File: config.mk
export PLATFORM = sky130hd
export DESIGN_NAME = agl_core
export DESIGN_NICKNAME = d
export VERILOG_FILES = /design/src/agl_pkg.sv /design/src/agl_gain_mult.sv /design/src/agl_core.sv
export SDC_FILE = /design/constraint.sdc
export NUM_CORES = 2
export LEC_CHECK = 0
export BUFFER_PORTS_ARGS = -buffer_cell sky130_fd_sc_hd__buf_2
export CELL_PAD_IN_SITES_DETAIL_PLACEMENT = 1
export CELL_PAD_IN_SITES_GLOBAL_PLACEMENT = 2
export CORE_ASPECT_RATIO = 1.75
export CORE_MARGIN = 3
export CORE_UTILIZATION = 25
export DETAILED_ROUTE_END_ITERATION = 8
export PLACE_DENSITY = 0.62
export RECOVER_POWER = 25
export SLEW_MARGIN = 25
export SYNTH_ARGS = -nofsm -noshare
export SYNTH_HDL_FRONTEND = slang
export SYNTH_SLANG_ARGS = --single-unit
File: constraint.sdc
create_clock -name mclk -period 35.3 [get_ports mclk]
set_input_delay 3.53 -clock mclk [delete_from_list [all_inputs] [get_ports mclk]]
set_output_delay 3.53 -clock mclk [all_outputs]
set_load 0.01 [all_outputs]
File: src/agl_pkg.sv
// Functional notes
// - error below threshold selects small gain, above selects large gain
// - second order loop filter with poles at one and at pole setting
// - gains and pole are eight bit fractions equal to code over 256
// - error threshold is four exponent bits plus eight mantissa bits
// - loop works on base two logs; gain is two to the filter output
// - gain applied to I and Q as coarse shift then fine multiply
// - initial gain in float format applies before loop runs
// - products are 19 bit scaled I and Q fed back for power
// - scaled outputs truncated to 4,5,6,7,8,10,12 or 16 bits
// - clipping mode zero uses only pre-clip path for level mode
// - clipping mode one locks loop onto a desired clipping level
// - clipping mode error is pre minus post truncation values
// - clipping mode subtracts desired clipping level from rms value
// - desired level is two exponent bits and six mantissa bits
// - sync from own oscillator start or one of four pins
// - software immediate sync bit makes a sync event
// - sync loads 16 bit holdoff counter, fires when count reaches one
// - fired sync dumps averager result then restarts accumulation
// - init on sync clears accumulator and reloads parameters
// - leaving sleep via oscillator start sync starts the process
// - first sync only bit ignores all syncs after the first
package agl_pkg;
    localparam int DATA_W = 16;
    localparam int SCALED_W = 19;
    localparam int LOG_W = 12; // 4.8 log2 units, 1 lsb = 0.024 dB
    localparam int FRAC_W = 8;
    localparam int HOLD_W = 16;
    localparam logic [HOLD_W-1:0] HOLD_FIRE = 16'h0001;
    localparam logic [LOG_W-1:0] GAIN_RESET = 12'h000;
    localparam logic [2:0] WL_RESET = 3'h7;

    typedef struct packed {
        logic clip_mode;
        logic chan_sync_sel;
        logic [1:0] pin_sel;
        logic sync_now;
        logic init_on_sync;
        logic first_sync_only;
        logic [2:0] word_len;
    } agl_ctrl_t;

    typedef struct packed {
        logic [7:0] small_gain;
        logic [7:0] large_gain;
        logic [7:0] pole;
        logic [LOG_W-1:0] threshold;
        logic [LOG_W-1:0] init_gain;
        logic [HOLD_W-1:0] holdoff;
        logic [7:0] desired_level;
    } agl_regs_t;

    typedef struct packed {
        logic signed [DATA_W-1:0] i;
        logic signed [DATA_W-1:0] q;
    } agl_iq_t;

    typedef struct packed {
        logic signed [SCALED_W-1:0] i;
        logic signed [SCALED_W-1:0] q;
    } agl_sc_t;
endpackage

File: src/agl_gain_mult.sv
`timescale 1ns/1ps
`default_nettype none
module agl_gain_mult
    import agl_pkg::*;
(
    input wire logic mclk,
    input wire logic reset,
    input wire logic in_valid,
    input wire agl_iq_t in_iq,
    input wire logic [LOG_W-1:0] gain,
    output logic out_valid,
    output agl_sc_t out_sc
);
    typedef struct packed {
        logic valid;
        agl_sc_t sc;
    } agl_gm_state_t;

    agl_gm_state_t st, next_st;
    logic [8:0] mant;
    logic signed [41:0] pi, pq;

    // linear gain: 2^frac approx as 1+frac, times 2^int
    always_comb begin
        mant = {1'b1, gain[FRAC_W-1:0]};
        pi = (42'(in_iq.i) * $signed({1'b0, mant})) <<< gain[LOG_W-1:FRAC_W];
        pq = (42'(in_iq.q) * $signed({1'b0, mant})) <<< gain[LOG_W-1:FRAC_W];
        next_st.valid = in_valid;
        next_st.sc = st.sc;
        if (in_valid) begin
            next_st.sc.i = pi[FRAC_W+DATA_W+2:FRAC_W];
            next_st.sc.q = pq[FRAC_W+DATA_W+2:FRAC_W];
        end
    end

    always_ff @(posedge mclk) begin
        if (reset) begin
            st <= '0;
        end else begin
            st <= next_st;
        end
    end

    assign out_valid = st.valid;
    assign out_sc = st.sc;
endmodule
`default_nettype wire

File: src/agl_core.sv
`timescale 1ns/1ps
`default_nettype none
module agl_core
    import agl_pkg::*;
(
    input wire logic mclk,
    input wire logic reset,
    input wire agl_ctrl_t ctrl,
    input wire agl_regs_t regs,
    input wire logic osc_start_sync,
    input wire logic [3:0] sync_pins,
    input wire logic in_valid,
    input wire agl_iq_t in_iq,
    input wire logic [LOG_W-1:0] rms_log,
    output logic sync_fire,
    output logic cic_dump,
    output logic cic_init,
    output logic power_valid,
    output agl_sc_t power_iq,
    output logic out_valid,
    output agl_sc_t out_sc,
    output logic [LOG_W-1:0] signal_gain
);
    typedef struct packed {
        logic [1:0] pin_s1;
        logic [1:0] pin_s2;
        logic prev_sync;
        logic seen_sync;
        logic [HOLD_W-1:0] count;
        logic counting;
        logic fire;
        logic init;
        logic [7:0] small_gain;
        logic [7:0] large_gain;
        logic [7:0] pole;
        logic signed [LOG_W+2:0] acc;
        logic signed [LOG_W+2:0] x1;
        logic [LOG_W-1:0] gain;
        logic ovalid;
        agl_sc_t osc;
        logic pvalid;
        agl_sc_t psc;
    } agl_state_t;

    agl_state_t st, next_st;
    logic [3:0] pin_d1, pin_d2;
    logic sync_src, sync_edge;
    logic signed [LOG_W+2:0] err, want, step, acc_n;
    logic [LOG_W-1:0] abs_err;
    logic [7:0] k;
    logic signed [LOG_W+12:0] kterm, pterm;
    logic [4:0] wl;
    logic gm_valid;
    agl_sc_t gm_sc, trunc;
    logic [LOG_W-1:0] gain_d;

    agl_gain_mult u_mult (
        .mclk(mclk),
        .reset(reset),
        .in_valid(in_valid),
        .in_iq(in_iq),
        .gain(st.gain),
        .out_valid(gm_valid),
        .out_sc(gm_sc)
    );

    // two stage synchroniser for the sync pins
    always_ff @(posedge mclk) begin
        if (reset) begin
            pin_d1 <= '0;
            pin_d2 <= '0;
        end else begin
            pin_d1 <= sync_pins;
            pin_d2 <= pin_d1;
        end
    end

    // word length decode to kept bits
    always_comb begin
        unique case (ctrl.word_len)
            3'h0: wl = 5'h04;
            3'h1: wl = 5'h05;
            3'h2: wl = 5'h06;
            3'h3: wl = 5'h07;
            3'h4: wl = 5'h08;
            3'h5: wl = 5'h0A;
            3'h6: wl = 5'h0C;
            3'h7: wl = 5'h10;
        endcase
    end

    always_comb begin
        trunc.i = (gm_sc.i >>> (5'(SCALED_W) - wl)) <<< (5'(SCALED_W) - wl);
        trunc.q = (gm_sc.q >>> (5'(SCALED_W) - wl)) <<< (5'(SCALED_W) - wl);
    end

    always_comb begin
        next_st = st;
        // source select, channel oscillator or pin
        sync_src = ctrl.chan_sync_sel ? osc_start_sync : pin_d2[ctrl.pin_sel];
        sync_edge = (sync_src & ~st.prev_sync) | ctrl.sync_now;
        next_st.prev_sync = sync_src;
        next_st.fire = 1'b0;
        next_st.init = 1'b0;
        if (sync_edge && !(ctrl.first_sync_only && st.seen_sync)) begin
            next_st.seen_sync = 1'b1;
            next_st.count = regs.holdoff;
            next_st.counting = 1'b1;
        end else if (st.counting) begin
            if (st.count <= HOLD_FIRE) begin
                next_st.counting = 1'b0;
                next_st.fire = 1'b1;
                next_st.init = ctrl.init_on_sync;
            end else begin
                next_st.count = st.count - 16'h0001;
            end
        end
        if (st.init) begin
            next_st.small_gain = regs.small_gain;
            next_st.large_gain = regs.large_gain;
            next_st.pole = regs.pole;
            next_st.gain = regs.init_gain;
            next_st.acc = '0;
            next_st.x1 = $signed({3'h0, regs.init_gain});
        end
        // desired level: exp*512 + mant*4 (0.094 dB = 4 lsb)
        want = $signed({1'b0, regs.desired_level[7:6], 1'b0,
            regs.desired_level[5:0], 2'h0, 3'h0}) >>> 3;
        err = $signed({3'h0, rms_log}) - want;
        abs_err = err[LOG_W+2] ? LOG_W'(-err) : LOG_W'(err);
        k = (abs_err > regs.threshold) ? st.large_gain : st.small_gain;
        // acc = acc*pole - K*err ; x = x1 + acc
        kterm = (LOG_W+13)'(err) * $signed({1'b0, k});
        pterm = (LOG_W+13)'(st.acc) * $signed({1'b0, st.pole});
        step = (LOG_W+3)'(kterm >>> FRAC_W);
        acc_n = (LOG_W+3)'(pterm >>> FRAC_W) - step;
        // loop updates only at the dump
        if (st.fire && !st.init) begin
            next_st.acc = acc_n;
            next_st.x1 = st.x1 + acc_n;
            if (st.x1 + acc_n < 0) begin
                next_st.gain = '0;
            end else if (st.x1 + acc_n > $signed({3'h0, {LOG_W{1'b1}}})) begin
                next_st.gain = '1;
            end else begin
                next_st.gain = LOG_W'(st.x1 + acc_n);
            end
        end
        next_st.ovalid = gm_valid;
        next_st.pvalid = gm_valid;
        if (gm_valid) begin
            next_st.osc = trunc;
            // clip mode feeds truncation error, else pre-clip path
            if (ctrl.clip_mode) begin
                next_st.psc.i = gm_sc.i - trunc.i;
                next_st.psc.q = gm_sc.q - trunc.q;
            end else begin
                next_st.psc = gm_sc;
            end
        end
    end

    // state register; reset loads GAIN_RESET, initial gain taken at an init on sync
    always_ff @(posedge mclk) begin
        if (reset) begin
            st <= '0;
            st.gain <= GAIN_RESET;
        end else begin
            st <= next_st;
        end
    end

    assign sync_fire = st.fire;
    assign cic_dump = st.fire;
    assign cic_init = st.init;
    assign power_valid = st.pvalid;
    assign power_iq = st.psc;
    assign out_valid = st.ovalid;
    assign out_sc = st.osc;
    assign signal_gain = st.gain;

    // helper for assertions
    always_ff @(posedge mclk) begin
        gain_d <= st.gain;
    end

    a_holdoff_fire: assert property (@(posedge mclk) disable iff (reset)
        (sync_edge && !ctrl.first_sync_only && regs.holdoff == 16'h0001 &&
         !st.counting) |=> ##1 st.fire)
        else $error("holdoff of one did not fire");
    a_gain_steady: assert property (@(posedge mclk) disable iff (reset)
        (!st.fire && !st.init) |=> (st.gain == gain_d))
        else $error("gain moved between updates");
    a_first_only: assert property (@(posedge mclk) disable iff (reset)
        (ctrl.first_sync_only && st.seen_sync && !st.counting && sync_edge)
        |=> !st.counting)
        else $error("later sync not ignored");
    a_init_reload: assert property (@(posedge mclk) disable iff (reset)
        st.init |=> (st.gain == $past(regs.init_gain) && st.acc == 0))
        else $error("init did not reload gain");
    a_clip_err: assert property (@(posedge mclk) disable iff (reset)
        (gm_valid && ctrl.clip_mode) |=>
        (st.psc.i == $past(gm_sc.i) - $past(trunc.i)))
        else $error("clip error term wrong");
    a_level_path: assert property (@(posedge mclk) disable iff (reset)
        (gm_valid && !ctrl.clip_mode) |=> (st.psc == $past(gm_sc)))
        else $error("level mode path wrong");
    a_init_follows: assert property (@(posedge mclk) disable iff (reset)
        st.init |-> st.fire)
        else $error("init without dump");
    a_trunc_low: assert property (@(posedge mclk) disable iff (reset)
        (st.ovalid && $past(ctrl.word_len) == 3'h0) |->
        (st.osc.i[14:0] == 15'h0000))
        else $error("truncation left low bits");
endmodule
`default_nettype wire

==> impl_metrics.xml <==
<?xml version="1.0" encoding="UTF-8"?>
<metrics>
  <group name="status">
    <metric name="status" unit="">finished with violations</metric>
    <metric name="violated_checks" unit="">max-capacitance violations, max-slew violations</metric>
  </group>
  <group name="timing">
    <metric name="timing.max_slew.rel_slack" unit="%">-63.79</metric>
    <metric name="report.final.slew_viol_count" unit="">105</metric>
    <metric name="worst_slew_pin_slew" unit="ns">2.457</metric>
    <metric name="period_minus_slack" unit="ns">16.24</metric>
    <metric name="timing.final.crit_share" unit="%">45.99</metric>
    <metric name="rsz0062_at_grt" unit="">no</metric>
    <metric name="fmax" unit="GHz">0.06159</metric>
    <metric name="report.final.setup_viol" unit="">0</metric>
    <metric name="setup_total_negative_slack" unit="ns">0</metric>
    <metric name="fin_worst_skew" unit="ns">0.03675</metric>
    <metric name="final_ws_setup" unit="ns">19.06</metric>
    <metric name="hold_viol" unit="">0</metric>
  </group>
  <group name="finish">
    <metric name="multi_input_area" unit="sq um">27880</metric>
    <metric name="n_fill_cell" unit="">17150</metric>
    <metric name="ff_latch_area" unit="sq um">4233</metric>
    <metric name="finish.net_count" unit="">5285</metric>
    <metric name="area_delta_synth_final" unit="%">9.315</metric>
    <metric name="drive_above_1_share" unit="%">8.399</metric>
  </group>
  <group name="min_path">
    <metric name="hold_path_startpoint" unit="">pin_d1[1]</metric>
    <metric name="worst_hold_path_type" unit="">reg2reg</metric>
  </group>
  <group name="cts">
    <metric name="clkSlewWorstSetupHoldPaths" unit="ns">0.06</metric>
    <metric name="cts_tree" unit="">done</metric>
    <metric name="cts_max_level" unit="">1</metric>
    <metric name="holdBufCountCts" unit="">0</metric>
    <metric name="number_of_buffers_created_by_cts" unit="">29</metric>
    <metric name="clk-insertion-delay-late" unit="ns">0.60</metric>
    <metric name="cts_buffer_depth" unit="">3</metric>
    <metric name="number_of_gates_resized_after_cts" unit="">0</metric>
    <metric name="clkSinkCount" unit="">211</metric>
    <metric name="cts.root.buffer_cell" unit="">clkbuf_16</metric>
    <metric name="post-cts-setup-buffers" unit="">0</metric>
  </group>
  <group name="worst_setup_path">
    <metric name="critical_path.n_buffers_inverters" unit="">5</metric>
    <metric name="criticalPathCategory" unit="">in2reg</metric>
    <metric name="timing.critical_path.mode_cell" unit="">a21oi_1</metric>
    <metric name="type_of_destination_of_the_critical_path" unit="">register</metric>
    <metric name="worst_setup_path_start_kind" unit="">input port</metric>
    <metric name="crit_required" unit="ns">35.79</metric>
    <metric name="max_stage_delay" unit="ns">0.79</metric>
    <metric name="arrival" unit="ns">16.72</metric>
    <metric name="timing.critical_path.from" unit="">rms_log[2]</metric>
    <metric name="critical_path.reg2reg.startpoint" unit="">st[133]</metric>
    <metric name="cpMaxStageDelayCell" unit="">mux2i_1</metric>
    <metric name="timing.critical_path.fanout_max" unit="">15</metric>
    <metric name="critical_path.top_delay_family" unit="">compound AO/OA/AOI/OAI gates</metric>
  </group>
  <group name="power">
    <metric name="power.share.combinational" unit="%">36.5</metric>
    <metric name="power.clock.fraction" unit="%">34.6</metric>
    <metric name="static-leakage-power" unit="nW">17.97</metric>
    <metric name="power.density" unit="nW/um^2">23.45</metric>
    <metric name="power_switching" unit="mW">0.3597</metric>
    <metric name="power.share.switching" unit="%">39.11</metric>
    <metric name="power_report.internal_total" unit="mW">0.5600</metric>
    <metric name="ir_worst_vdd" unit="V">0.00003898</metric>
    <metric name="pwr-share-seq" unit="%">28.9</metric>
  </group>
  <group name="route">
    <metric name="detail_route.vias_per_cell" unit="">4.892</metric>
    <metric name="wire_per_inst" unit="um">20.52</metric>
    <metric name="drt_pre_antenna_iters" unit="">5</metric>
    <metric name="drc_errors" unit="">0</metric>
    <metric name="total_via_count_after_detailed_routing" unit="">30910</metric>
    <metric name="antenna_violating_nets_post_route" unit="">0</metric>
    <metric name="first_iter_violations" unit="">1080</metric>
    <metric name="finalWirelength" unit="um">129700</metric>
  </group>
  <group name="global_routing">
    <metric name="antenna_found_initial" unit="">18</metric>
    <metric name="vias_in_the_first_global_route" unit="">34220</metric>
    <metric name="grt_first_pass_wirelength" unit="um">203000</metric>
    <metric name="groute.usage.overall" unit="%">17.40</metric>
    <metric name="maximum_number_of_pins_on_one_net_before_global_route_repair" unit="">66</metric>
    <metric name="grt_overflow_total" unit="">0</metric>
  </group>
  <group name="floorplan">
    <metric name="core.rowCount" unit="">183</metric>
    <metric name="design.portCount" unit="">227</metric>
    <metric name="start_util" unit="%">25.19</metric>
    <metric name="fp.coreArea" unit="sq um">142400</metric>
    <metric name="floorplan.die.width" unit="um">292.4</metric>
    <metric name="die_area" unit="sq um">148300</metric>
    <metric name="fp.dieH" unit="um">507.2</metric>
  </group>
  <group name="yosys">
    <metric name="synth_warnings" unit="">0</metric>
    <metric name="post_synth_edffs" unit="">0</metric>
    <metric name="yosys_register_bits" unit="">211</metric>
    <metric name="synthDistinctLibCells" unit="">97</metric>
    <metric name="async_reset_ff_share" unit="%">0</metric>
    <metric name="synth_cells" unit="">4434</metric>
    <metric name="yosys-top-cells-area" unit="">fa_1 (24%), dfxtp_1 (12%), ha_1 (9.8%), inv_1 (6.4%), nand2_1 (4.5%)</metric>
    <metric name="synthesis.area_per_instance" unit="sq um">8.092</metric>
    <metric name="postSynth.topFlopCell" unit="">dfxtp_1</metric>
    <metric name="synth_top_area_cell" unit="">fa_1</metric>
    <metric name="synth.cell_area" unit="sq um">35880</metric>
    <metric name="synth_top_cell_area_share" unit="%">23.71</metric>
    <metric name="synth-seq-area-share" unit="%">11.77</metric>
  </group>
  <group name="place">
    <metric name="preCtsSetupSlack" unit="ns">17.90</metric>
    <metric name="dp_hpwl" unit="um">105100</metric>
    <metric name="finalWeightedCongestion" unit="">0.8469</metric>
    <metric name="io_buf_count" unit="">226</metric>
  </group>
  <group name="job">
    <metric name="cap_viol_max_count" unit="">3</metric>
  </group>
</metrics>
## per-layer routing
metal  routed length (um)  vias up  GRT usage [%]
met4                 3274       14          3.967
met2                70380      502          34.55
met5                   93        -              0
li1                     -    14550              -
met3                 3906      150          1.665
met1                52020    15690          19.75
## cell families (layout without fill, tap and decap cells)
kind of cell    after synthesis  count (layout)  synth area share, %
other cells                   1               5              0.01045
flops                       211             211                11.77
xor+xnor                    175             175                4.293
buf+inv                     921             951                10.67
simple gates               1407            1407                18.61
compound gates              827             827                15.19
mux                         186             186                5.939
fa+ha+maj                   706             706                33.51
## power groups by stage
stage | registers [mW] | logic [mW] | clock network [mW]
after floorplan | 0.262 | 0.229 | 0
after global placement | 0.270 | 0.336 | 0
after detailed placement | 0.271 | 0.340 | 0
after CTS | 0.265 | 0.341 | 0.329
after global routing | 0.267 | 0.372 | 0.336
final | 0.266 | 0.336 | 0.318
## sequential cells by signal (all words and copies together), names as in the netlist
signal / cells
cic_init: 1
pin_d1: 4
pin_d2: 4
power_valid: 1
u_mult.out_sc: 38
u_mult.out_valid: 1
out_sc: 38
cic_dump: 1
signal_gain: 12
power_iq: 38
st: 73
## final cells by class
cell class	instances	area share, %
Antenna cell	3	0.01914
Clock buffer	36	2.019
Clock inverter	15	0.5264
Inverter	619	5.924
Multi-Input combinational cell	3303	71.08
Sequential cell	211	10.79
Tap cell	1850	5.902
Timing Repair Buffer	281	3.739
## cell usage in the layout, fill, tap and decap left out, drive strengths merged, types with 183 or more instances in the layout
master,synthesis,final
a21oi,199,199
inv,612,615
nor2,374,374
nand2,430,430
dfxtp,211,211
buf,137,223
and2,257,257
ha,281,281
fa,425,425
o21ai,183,183
## metrics by stage
stage          util [%]  instances  instance area [sq um]  hold WS [ns]  total power, mW
2_1_floorplan         -       4435                  35880        0.4138           0.4913
3_3_place_gp      26.88       6264                  38280        0.4195           0.6065
3_5_place_dp      26.88       6264                  38280        0.4266           0.6103
4_1_cts           27.58       6315                  39280        0.4381           0.9359
5_1_grt           27.53       6315                  39210        0.4706           0.9751
6_report          27.54       6318                  39220        0.4339           0.9197
## cell usage after synthesis, drive strengths merged (7+ instances only)
cell,instances
a211o,12
a211oi,68
a21boi,17
a21o,46
a21oi,199
a221oi,9
a22o,10
a22oi,13
a311oi,9
a31oi,38
and2,257
and3,16
buf,137
clkbuf,165
clkinv,7
dfxtp,211
fa,425
ha,281
inv,612
mux2,35
mux2i,133
mux4,18
nand2,430
nand2b,48
nand3,62
nand4,13
nor2,374
nor2b,53
nor3,76
nor4,13
o2111ai,8
o211a,9
o211ai,54
o21a,21
o21ai,183
o21bai,16
o221ai,13
o22ai,19
o31a,8
o31ai,21
o32a,7
or2,19
or3,23
xnor2,123
xor2,52
## worst reg2reg max path, delay by kind of cell, from the launching register on
family / cells / cell delay (ns)
multiplexers: 1 / 0.69
buffers and inverters: 2 / 0.10
flip-flops: 1 / 0.34
XOR/XNOR: 1 / 0.15
AND/OR/NAND/NOR: 6 / 1.27
AO/OA/AOI/OAI: 16 / 3.47
adder cells (fa/ha/maj): 7 / 3.08
## final timing paths
check / end / slack (ns) / cells after the start
worst max-delay path: signal_gain[2] / 19.06 / 52
worst min-delay path: pin_d2[1] / 0.43 / 1
worst max register to register: signal_gain[2] / 26.10 / 33
worst min register to register: pin_d2[1] / 0.43 / 1
No activity file was read; power rests on OpenSTA's default activity.
